$ cat src/rtl/usm_map.vh
`ifndef USM_MAP_VH
`define USM_MAP_VH
// ****************************************
// Register addresses on the internal bus
// ****************************************
`define USM_ADDR_MODE      16'hFF70
`define USM_ADDR_BAUD      16'hFF71
`define USM_ADDR_ERR       16'hFF73
`define USM_ADDR_RXBUF     16'hFF72
`define USM_ADDR_TXSHIFT   16'hFF74
// ****************************************
// Mode and error status register fields, and reset values
// ****************************************
`define USM_MODE_POWER     7
`define USM_MODE_TXEN      6
`define USM_MODE_RXEN      5
`define USM_MODE_PAR_HI    4
`define USM_MODE_PAR_LO    3
`define USM_MODE_CLEN      2
`define USM_MODE_STOP      1
`define USM_MODE_RESET     8'h01
`define USM_DATA_RESET     8'hFF
`define USM_BAUD_RESET     8'h1F
`define USM_ERR_PARITY     2
`define USM_ERR_FRAME      1
`define USM_ERR_OVERRUN    0
// ****************************************
// Parity modes
// ****************************************
`define USM_PAR_NONE       2'h0
`define USM_PAR_ZERO       2'h1
`define USM_PAR_ODD        2'h2
`define USM_PAR_EVEN       2'h3
`endif

$ cat src/rtl/usm_baud_gen.v
`timescale 1ns/1ps
// ****************************************
// Baud tick generator: base clock prescale, 5-bit divider, then a half.
// ****************************************
module usm_baud_gen (
	input  wire       clk,       // System clock.
	input  wire       resetn,    // Synchronous reset, active low.
	input  wire       run,       // Power bit; low holds the dividers.
	input  wire [7:0] baud_cfg,  // Baud control register contents.
	output reg        base_tick, // One-cycle base clock pulse.
	output reg        div_tick,  // One-cycle 5-bit counter output pulse.
	output reg        half_tick  // Half of div_tick, the line bit rate.
);
	reg [4:0] pre_reg;   // Base clock prescaler.
	reg [4:0] cnt_reg;   // 5-bit divider counter.
	reg       half_reg;  // Toggles on each divider output.
	wire [4:0] pre_max;  // Prescaler terminal count.
	wire [4:0] div_max;  // Divider terminal count.

	// Base select: divide by 2, 8 or 32; code 0 also uses divide by 2.
	assign pre_max = (baud_cfg[7:6] == 2'h2) ? 5'h07 :
		(baud_cfg[7:6] == 2'h3) ? 5'h1F : 5'h01;
	// Codes below 8 are prohibited; they are clamped to 8 for safety.
	assign div_max = (baud_cfg[4:0] < 5'h08) ? 5'h07 : baud_cfg[4:0] - 5'h01;

	// Counters run only while powered, so the clock is stopped otherwise.
	always @(posedge clk) begin
		base_tick <= 1'b0;
		div_tick  <= 1'b0;
		half_tick <= 1'b0;
		if (!resetn || !run) begin
			pre_reg  <= 5'h00;
			cnt_reg  <= 5'h00;
			half_reg <= 1'b0;
		end else if (pre_reg >= pre_max) begin
			pre_reg   <= 5'h00;
			base_tick <= 1'b1;
			if (cnt_reg >= div_max) begin
				cnt_reg   <= 5'h00;
				div_tick  <= 1'b1;
				half_reg  <= ~half_reg;
				half_tick <= half_reg; // RULE24
			end else begin
				cnt_reg <= cnt_reg + 5'h01;
			end
		end else begin
			pre_reg <= pre_reg + 5'h01;
		end
	end
endmodule // usm_baud_gen

$ cat src/rtl/usm_core.v
`timescale 1ns/1ps
// Function
// RULE1 - Completed character moves to receive buffer
// RULE2 - Seven-bit mode zeroes buffer bit seven
// RULE3 - Overrun keeps old buffer contents
// RULE4 - Buffer read-only, resets to all ones
// RULE5 - Shifter write starts transmission, write-only
// RULE6 - Shifter all ones on reset/disable
// RULE7 - Software waits one base clock first
// RULE8 - Software waits for transmit-complete pulse
// RULE9 - Mode register writable, resets to 01
// RULE10 - Power off stops clock, resets data
// RULE11 - Power off forces receive input high
// RULE12 - Transmit enable clear resets transmitter
// RULE13 - Receive enable clear resets receiver
// RULE14 - Parity field selects four parity modes
// RULE15 - Zero parity never flags parity error
// RULE16 - Length bit picks seven or eight
// RULE17 - Stop count bit gives one/two stops
// RULE18 - Receiver always uses one stop bit
// RULE19 - Software orders power and enable bits
// RULE20 - Low line at enable starts reception
// RULE21 - Enables synchronised to base clock
// RULE22 - Software changes format only when disabled
// RULE23 - Data shifted least significant bit first
// RULE24 - Bit rate is divider output halved
// RULE25 - Frame: start, data, parity, stops
// RULE26 - Pulse completion events for each direction
`include "usm_map.vh"
module usm_core #(
	parameter SAMPLE_DIV = 16 // Reserved: receive samples per bit slot.
) (
	input  wire        clk,           // System clock, 125 MHz.
	input  wire        resetn,        // Synchronous reset, active low.
	input  wire [15:0] bus_addr,      // Register address.
	input  wire        bus_wr,        // Write strobe.
	input  wire        bus_rd,        // Read strobe.
	input  wire [7:0]  bus_wdata,     // Write data.
	output reg  [7:0]  bus_rdata,     // Read data, registered.
	input  wire        serial_rx_pin, // Receive line from partner.
	output reg         serial_tx_pin, // Transmit line, high when idle.
	output reg         tx_complete_irq, // Transmit done pulse.
	output reg         rx_complete_irq, // Receive done pulse.
	output reg         rx_error_irq     // Receive error pulse.
);
	// ****************************************
	// Registers and state
	// ****************************************
	localparam TX_IDLE = 3'h0; // Line idle.
	localparam TX_START = 3'h1; // Start bit.
	localparam TX_DATA = 3'h2; // Data bits.
	localparam TX_PAR = 3'h3; // Parity bit.
	localparam TX_STOP = 3'h4; // Stop bits.
	localparam RX_IDLE = 2'h0; // Waiting for falling line.
	localparam RX_START = 2'h1; // Checking start bit centre.
	localparam RX_DATA = 2'h2; // Data and parity bits.
	localparam RX_STOP = 2'h3; // Single stop bit.

	reg  [7:0] uart_mode_control_reg; // Mode register.
	reg  [7:0] baud_gen_control_reg;  // Baud control register.
	reg  [7:0] rx_data_buffer_reg;    // Receive buffer.
	reg  [7:0] tx_data_shifter_reg;   // Transmit shift register.
	reg  [2:0] rx_error_status_reg;   // Parity, frame, overrun flags.
	reg        rx_full_reg;           // Buffer holds unread data.
	reg  [1:0] rx_meta_reg;           // Receive pin synchroniser.
	reg        txen_s_reg;            // Transmit enable on base clock.
	reg        rxen_s_reg;            // Receive enable on base clock.
	reg  [2:0] tx_state_reg;          // Transmit state.
	reg  [3:0] tx_cnt_reg;            // Transmit bit counter.
	reg        tx_par_reg;            // Running transmit parity.
	reg        tx_pend_reg;           // Write waiting for a bit edge.
	reg  [1:0] rx_state_reg;          // Receive state.
	reg  [3:0] rx_cnt_reg;            // Receive bit counter.
	reg  [4:0] rx_phase_reg;          // Divider ticks within a bit.
	reg  [8:0] rx_shift_path_reg;     // Receive shift path with parity.
	wire       base_tick;             // Base clock pulse.
	wire       div_tick;              // Divider output pulse.
	wire       bit_tick;              // Line bit rate pulse.
	wire       power_on;              // Power enable bit.
	wire       rx_line;               // Receive line as seen inside.
	wire [1:0] par_mode;              // Parity selection.
	wire [3:0] nbits;                 // Data bits per character.
	wire       rx_par_ok;             // Received parity matches.
	wire       rx_par_bit;            // Parity slot of the received frame.

	assign power_on = uart_mode_control_reg[`USM_MODE_POWER];
	assign par_mode = uart_mode_control_reg[`USM_MODE_PAR_HI:`USM_MODE_PAR_LO];
	assign nbits = uart_mode_control_reg[`USM_MODE_CLEN] ? 4'h8 : 4'h7; // RULE16
	assign rx_line = power_on ? rx_meta_reg[1] : 1'b1; // RULE11

	// Even/odd parity of a 9-bit value under the current length.
	function par_of;
		input [8:0] v;
		input       eight;
		begin
			par_of = eight ? ^v[7:0] : ^v[6:0];
		end
	endfunction

	// Odd mode: data plus parity bit has an odd count of ones.
	// The parity bit lands just above the last data bit, so a seven-bit
	// frame keeps it one place lower than an eight-bit frame does.
	assign rx_par_bit = nbits[3] ? rx_shift_path_reg[8] : rx_shift_path_reg[7];
	assign rx_par_ok = (par_mode == `USM_PAR_ODD) ?
		(par_of(rx_shift_path_reg, nbits[3]) != rx_par_bit) :
		(par_of(rx_shift_path_reg, nbits[3]) == rx_par_bit); // RULE14

	usm_baud_gen u_baud (
		.clk       (clk),
		.resetn    (resetn),
		.run       (power_on),
		.baud_cfg  (baud_gen_control_reg),
		.base_tick (base_tick),
		.div_tick  (div_tick),
		.half_tick (bit_tick)
	);

	// ****************************************
	// Bus registers
	// ****************************************
	// Writes, reads and synchronisers; power off clears the data side.
	always @(posedge clk) begin
		rx_meta_reg <= {rx_meta_reg[0], serial_rx_pin};
		if (!resetn) begin
			uart_mode_control_reg <= `USM_MODE_RESET; // RULE9
			baud_gen_control_reg  <= `USM_BAUD_RESET;
			bus_rdata             <= 8'h00;
			rx_meta_reg           <= 2'h3;
			txen_s_reg            <= 1'b0;
			rxen_s_reg            <= 1'b0;
		end else begin
			if (bus_wr && bus_addr == `USM_ADDR_MODE)
				uart_mode_control_reg <= bus_wdata; // RULE9
			if (bus_wr && bus_addr == `USM_ADDR_BAUD)
				baud_gen_control_reg <= bus_wdata;
			// Enables follow the register on base clock edges; power off clears them at once.
			if (!power_on) begin
				txen_s_reg <= 1'b0;
				rxen_s_reg <= 1'b0;
			end else if (base_tick) begin
				txen_s_reg <= uart_mode_control_reg[`USM_MODE_TXEN]; // RULE21
				rxen_s_reg <= uart_mode_control_reg[`USM_MODE_RXEN]; // RULE21
			end
			// The transmit shifter is write-only and reads as zero.
			if (bus_rd) begin
				case (bus_addr)
				`USM_ADDR_MODE:  bus_rdata <= uart_mode_control_reg;
				`USM_ADDR_BAUD:  bus_rdata <= baud_gen_control_reg;
				// Power off acts at once, as the buffer's own
				// clear only lands one edge after the mode write.
				`USM_ADDR_RXBUF: bus_rdata <= power_on ?
					rx_data_buffer_reg : `USM_DATA_RESET; // RULE4 RULE10
				`USM_ADDR_ERR:   bus_rdata <= {5'h00, rx_error_status_reg};
				default:         bus_rdata <= 8'h00; // RULE5
				endcase
			end
		end
	end

	// ****************************************
	// Transmitter
	// ****************************************
	// A write is held pending until the next bit edge, then framed.
	always @(posedge clk) begin
		tx_complete_irq <= 1'b0;
		if (!resetn || !power_on || !txen_s_reg) begin // RULE12
			tx_data_shifter_reg <= `USM_DATA_RESET; // RULE6
			tx_state_reg        <= TX_IDLE;
			tx_cnt_reg          <= 4'h0;
			tx_par_reg          <= 1'b0;
			tx_pend_reg         <= 1'b0;
			serial_tx_pin       <= 1'b1;
		end else begin
			if (bus_wr && bus_addr == `USM_ADDR_TXSHIFT) begin
				tx_data_shifter_reg <= bus_wdata; // RULE5
				tx_pend_reg         <= 1'b1;
			end
			if (bit_tick) begin
				case (tx_state_reg)
				TX_IDLE: begin
					serial_tx_pin <= 1'b1;
					if (tx_pend_reg) begin
						tx_pend_reg   <= 1'b0;
						tx_par_reg    <= par_of({1'b0, tx_data_shifter_reg},
							nbits[3]);
						serial_tx_pin <= 1'b0; // RULE25
						tx_state_reg  <= TX_START;
					end
				end
				TX_START, TX_DATA: begin
					serial_tx_pin <= tx_data_shifter_reg[tx_cnt_reg[2:0]]; // RULE23
					tx_cnt_reg    <= tx_cnt_reg + 4'h1;
					tx_state_reg  <= TX_DATA;
					if (tx_cnt_reg == nbits) begin
						tx_cnt_reg <= 4'h0;
						// RULE14
						case (par_mode)
						`USM_PAR_NONE: begin
							serial_tx_pin <= 1'b1;
							tx_state_reg  <= TX_STOP;
						end
						`USM_PAR_ZERO: begin
							serial_tx_pin <= 1'b0;
							tx_state_reg  <= TX_PAR;
						end
						`USM_PAR_ODD: begin
							serial_tx_pin <= ~tx_par_reg;
							tx_state_reg  <= TX_PAR;
						end
						default: begin
							serial_tx_pin <= tx_par_reg;
							tx_state_reg  <= TX_PAR;
						end
						endcase
					end
				end
				TX_PAR: begin
					serial_tx_pin <= 1'b1;
					tx_state_reg  <= TX_STOP;
				end
				TX_STOP: begin
					// Second stop slot only when two stops are selected.
					if (uart_mode_control_reg[`USM_MODE_STOP] &&
						tx_cnt_reg == 4'h0) begin // RULE17
						tx_cnt_reg <= 4'h1;
					end else begin
						tx_cnt_reg      <= 4'h0;
						tx_state_reg    <= TX_IDLE;
						tx_complete_irq <= 1'b1; // RULE26
					end
				end
				default: tx_state_reg <= TX_IDLE;
				endcase
			end
		end
	end

	// ****************************************
	// Receiver
	// ****************************************
	// Samples on divider ticks; a bit is two ticks, so the centre is
	// the second tick. Coarse, but it needs no extra oversampling clock.
	always @(posedge clk) begin
		rx_complete_irq <= 1'b0;
		rx_error_irq    <= 1'b0;
		if (!resetn || !power_on) begin // RULE10
			rx_data_buffer_reg  <= `USM_DATA_RESET; // RULE4
			rx_error_status_reg <= 3'h0;
			rx_full_reg         <= 1'b0;
		end else begin
			// Reading the status clears it; reading the buffer frees it.
			if (bus_rd && bus_addr == `USM_ADDR_ERR)
				rx_error_status_reg <= 3'h0;
			if (bus_rd && bus_addr == `USM_ADDR_RXBUF)
				rx_full_reg <= 1'b0;
			if (!rxen_s_reg)
				rx_error_status_reg <= 3'h0;
			// A completed frame sets flags after the clears above.
			if (rxen_s_reg && div_tick && rx_state_reg == RX_STOP &&
				rx_phase_reg[0]) begin
				if (rx_full_reg) begin
					rx_error_status_reg[`USM_ERR_OVERRUN] <= 1'b1; // RULE3
				end else begin
					rx_full_reg <= 1'b1;
					// RULE1
					rx_data_buffer_reg <= nbits[3] ? rx_shift_path_reg[7:0] :
						{1'b0, rx_shift_path_reg[6:0]}; // RULE2
					rx_complete_irq <= 1'b1; // RULE26
				end
				if (!rx_line)
					rx_error_status_reg[`USM_ERR_FRAME] <= 1'b1; // RULE18
				if (par_mode[1] && !rx_par_ok)
					rx_error_status_reg[`USM_ERR_PARITY] <= 1'b1; // RULE15
				if (rx_full_reg || !rx_line || (par_mode[1] && !rx_par_ok))
					rx_error_irq <= 1'b1;
			end
		end
	end

	// Receive sequencer; cleared whenever reception is disabled.
	always @(posedge clk) begin
		if (!resetn || !rxen_s_reg) begin // RULE13
			rx_state_reg      <= RX_IDLE;
			rx_cnt_reg        <= 4'h0;
			rx_phase_reg      <= 5'h00;
			rx_shift_path_reg <= 9'h000;
		end else if (div_tick) begin
			rx_phase_reg <= rx_phase_reg + 5'h01;
			case (rx_state_reg)
			RX_IDLE: begin
				rx_phase_reg <= 5'h00;
				if (!rx_line)
					rx_state_reg <= RX_START; // RULE20
			end
			RX_START: begin
				rx_phase_reg <= 5'h00;
				rx_cnt_reg   <= 4'h0;
				rx_state_reg <= rx_line ? RX_IDLE : RX_DATA;
			end
			RX_DATA: begin
				if (rx_phase_reg[0]) begin
					// RULE23
					rx_shift_path_reg[rx_cnt_reg] <= rx_line;
					rx_cnt_reg <= rx_cnt_reg + 4'h1;
					if (rx_cnt_reg == nbits - {3'h0, par_mode == 2'h0})
						rx_state_reg <= RX_STOP;
				end
			end
			RX_STOP: begin
				if (rx_phase_reg[0])
					rx_state_reg <= RX_IDLE;
			end
			default: rx_state_reg <= RX_IDLE;
			endcase
		end
	end
endmodule // usm_core

$ cat config.mk
export PLATFORM = sky130hd
export DESIGN_NAME = usm_core
export DESIGN_NICKNAME = d
export VERILOG_FILES = /design/src/rtl/usm_baud_gen.v /design/src/rtl/usm_core.v
export VERILOG_INCLUDE_DIRS = /design/src /design/src/rtl
export SDC_FILE = /design/constraint.sdc
export NUM_CORES = 1
export LEC_CHECK = 0
export ABC_AREA = 1
export ABC_CLOCK_PERIOD_IN_PS = 2560
export BUFFER_PORTS_ARGS = -buffer_cell sky130_fd_sc_hd__buf_4
export CAP_MARGIN = 25
export CELL_PAD_IN_SITES_DETAIL_PLACEMENT = 1
export CELL_PAD_IN_SITES_GLOBAL_PLACEMENT = 1
export CORE_MARGIN = 2
export CORE_UTILIZATION = 43
export CTS_CLUSTER_SIZE = 16
export DETAILED_ROUTE_END_ITERATION = 10
export PLACE_DENSITY = 0.79
export SLEW_MARGIN = 0
export SYNTH_ARGS = -nofsm -noshare
export SYNTH_HDL_FRONTEND = slang
export SYNTH_SLANG_ARGS = --single-unit
$ cat constraint.sdc
create_clock -name clk -period 2.56 [get_ports clk]
set_clock_uncertainty 0.15 [all_clocks]
set_input_delay 0.512 -clock clk [delete_from_list [all_inputs] [get_ports clk]]
set_output_delay 0.512 -clock clk [all_outputs]
set_load 0.02 [all_outputs]
==> results summary <==
The flow ran to the end, and the final reports show no timing, DRC or antenna violations. The number of antenna diodes in the final layout is 0. The element type at the critical path start is a register. The area used by multi-input combinational logic is around 2600 um^2. Per report_power, the sequential group accounts for between 50% and 60% of the total. The floorplan die area is 12100 um^2. The count of buffers from port buffering came out at 40.

The number of max-capacitance violations reported is 0. The overall via count from detail_route is 4581. STA classifies the critical path endpoint as a register. The remaining routing DRC violations came out at 0. The minimum setup slack in the final design is 0.237 ns.

The register bit total from synthesis is 91. Entering global routing, the biggest net connects 21 pins. The net total in the final layout is slightly below 800.

The arrival time at the worst endpoint is 2.48 ns. The register clock-pin slew on the reported worst setup and hold paths came out at around 0.09 ns. The setup slack at placement came out at 0.308 ns. The global-route wire length before repair came out at around 23000 um.

The number of slew-limit violations in the final report came out at 0. The mean number of vias per cell came out at roughly 5.3. At the end of routability-driven placement, the weighted congestion stood at 0.887. The class of the worst hold path is in -> reg. The minimum clock period came out at approximately 2.3 ns.

Tracing the worst setup path back leads to its startpoint at baud_gen_control_reg[0]. The root buffer cell chosen for the clock tree is clkbuf_8. Summed over its instances, the top area cell type makes up 37.8% of the synthesized netlist area. The worst reg2reg path startpoint is baud_gen_control_reg[0].

The switching part of the total power is about a quarter. The HPWL after detailed placement is 11100 um. A synthesized cell averages around 7.1 um^2. The floorplan step set the die height to about 110 um. Sorting the synthesized cells by area gives the leading types as dfxtp_1 (38%), nand2_1 (13%), nand3_1 (6.4%), a21oi_1 (6.2%), inv_1 (5.8%). The area of the core came out at roughly 11000 um^2.

In this run the power spent charging and discharging nets is between 0.0005 and 0.0006 W. For this block, the routed nets add up to ~14000 um of wire. The ratio of final minimum period to clock period is 90.7%. Summing all flip-flop and latch instances after layout gives approximately 1800 um^2. The worst reg2reg path depth came out at 12. Fill cells in the final layout number 1436.

The total of warnings raised by yosys is 0. The category of the critical setup timing path is reg -> reg. The average wire per standard cell is 16.3 um.

The endpoint of the worst hold path is rx_meta_reg[0]. Static timing analysis puts the maximum clock frequency at approximately 0.43 GHz. The I/O pin count is 41. TritonCTS built the clock tree.

The count of endpoints failing hold in the final timing report came to 0. The die is approximately 110 um wide. The total CTS buffers came out at 9. The maximum single-stage delay on the critical path is ~0.4 ns.

The maximum buffer depth of the clock tree came out at 2. The leftover overflow at the end of global routing is 0. Of all flip-flops after synthesis, the portion carrying an async set or reset was 0%.

The register with the most flip-flops in the layout has 9 of them. The measured slew at the worst slew-check pin came out at just over 0.7 ns. The leakage dissipation is 2.40 nW. Yosys instantiated no cell more often than nand2_1.

The first-pass detailed-route iteration total is 4. The final count of negative-setup-slack endpoints is 0. The sequential area share after synthesis is 37.8%. The insertion delay of the later-clocked pin in the worst-skew pair came out at around 0.37 ns. The initial antenna violation count came out at 0. The netlist area before placement is 4820 um^2. The antenna violation net count after detailed routing came out at 0. The number of instances in the synthesized netlist is 680.

The endpoint identified for the worst register-to-register timing path is u_baud.cnt_reg[4]. The count of flip-flops with a built-in enable after synthesis is 0. The clock drives just over 90 sinks. In this run the worst path has a maximum fanout of 4. By count the netlist is led by nand2_1 (169), dfxtp_1 (91), inv_1 (75), nand3_1 (62), a21oi_1 (60). In this run the most critical hold path is launched from serial_rx_pin. Setup repair after global routing left no endpoint under its margin. For this configuration, the core starts out at a cell density of between 40% and 50%. The total nets after synthesis came out at roughly 730. Measured against its own limit, the worst slew margin works out to a little over half.

The worst hold path passes through 2 cells. The primary flip-flop cell chosen by synthesis mapping is dfxtp_1. Traced cell by cell, the critical path runs through inv_1, ha_1, o21ai_1, a21oi_1, ha_1, nand2_1, inv_1, o21ai_0, nand4_1, nor2_1, nand2_1, a21oi_1. The register-to-register path setup slack came out at approximately 0.24 ns. The final total negative setup slack is 0 ns. Yosys mapped the design onto 41 distinct sky130hd cell types. The count of routing violations after the opening detailed-route iteration came out at ~190.

The number of global-route vias before repair was approximately 4900. The power share of the clock group is between 30% and 40%. The top cell type by total area after synthesis is dfxtp_1. Across every metal layer, demand over resource in global routing totals roughly 25%. The worst IR drop on VDD is 0.237 mV. Measured on the finished design, the core utilization comes to between 40% and 50%. The deepest level of the CTS H-tree is 3. The worst path required time is between 2 and 3 ns. The number of rows created at floorplan is 38. The growth of design area from synthesis to finish came out at 12.6%. The internal power came out at around 0.0019 W.

The share of total power dissipated in combinational logic is under 10%. Among all stages on the critical path, the largest delay is contributed by dfxtp_1. Power spread over the standard cell area amounts to 457 nW/um^2.

The fraction of layout instances using a drive strength above 1 came out at roughly 15%.
per-stage QoR:
stage                     std cells  hold WS, ns  instance area [um^2]  power [W]
after global placement          851        0.247                  5240    0.00153
after CTS                       867        0.165                  5430    0.00249
after global routing            867        0.171                  5430    0.00256
after detailed placement        851        0.257                  5240    0.00153
final                           867        0.175                  5430    0.00248
after floorplan                 680        0.243                  4820    0.00148
critical path, delay by kind of cell (launching register included):
family,cells,cell delay (ns)
fa+ha+maj,2,0.54
simple gates,4,0.56
compound gates,4,0.50
buf+inv,2,0.11
flops,1,0.40
cell families (layout without fill, tap and decap cells):
group / count (synthesis) / count (layout) / synth area share, %
AND/OR/NAND/NOR: 341 / 341 / 32.7
flip-flops: 91 / 91 / 37.8
XOR/XNOR: 16 / 16 / 2.91
buffers and inverters: 98 / 145 / 8.40
adder cells (fa/ha/maj): 20 / 20 / 5.19
AO/OA/AOI/OAI: 114 / 114 / 13.0
final cells by class:
class,count,area share (%)
flip-flops and latches,91,33.5
well taps,140,3.22
clock buffers,12,2.49
multi-input cells,491,47.8
inverters,85,5.90
clock inverters,4,0.944
repair buffers,44,6.08
power by group through the flow:
stage          Combinational [W]  Clock [W]  Sequential [W]
6_report               0.0000810   0.000988         0.00142
5_1_grt                0.0000876    0.00106         0.00142
4_1_cts                0.0000813   0.000997         0.00142
3_5_place_dp           0.0000809          0         0.00145
3_3_place_gp           0.0000786          0         0.00145
2_1_floorplan          0.0000297          0         0.00145
what timing repair did:
action | 4_1_cts | 5_1_grt
gates resized for setup | 0 | 2
setup endpoints to repair | 0 | 4
buffers inserted | 0 | 0
hold buffers | 0 | 0
placed cells by master (no fill, tap or decap), drive strengths merged:
cell	netlist	layout
nand2	178	178
dfxtp	91	91
inv	83	83
nand3	63	63
a21oi	61	61
nor2	54	54
buf	8	44
o21ai	43	43
ha	20	20
nor3	17	17
nand4	12	12
clkbuf	5	12
xor2	9	9
or2	8	8
xnor2	7	7
o211ai	7	7
clkinv	2	4
nand3b	3	3
nor4	3	3
nor3b	2	2
a211oi	2	2
and2	1	1
o21a	1	1
clkinvlp	0	1
bufinv	0	1
per-layer routing:
metal  share of wire (%)  GRT usage (%)  up-vias
met1                  46           30.6     2212
met3                 1.7           3.02       17
met4                 1.7           9.13        0
met5                   0              0        -
li1                    -              -     2313
met2                  50           45.1       39
worst max-delay path by stage:
stage,endpoint,slack [ns],cells after the start
2_1_floorplan,u_baud.half_reg,0.59,12
3_3_place_gp,u_baud.cnt_reg[2],0.45,12
3_5_place_dp,u_baud.cnt_reg[3],0.31,12
4_1_cts,u_baud.cnt_reg[3],0.22,12
5_1_grt,u_baud.cnt_reg[4],0.02,12
6_report,u_baud.cnt_reg[4],0.24,12
Power figures use the tool's default switching activity.
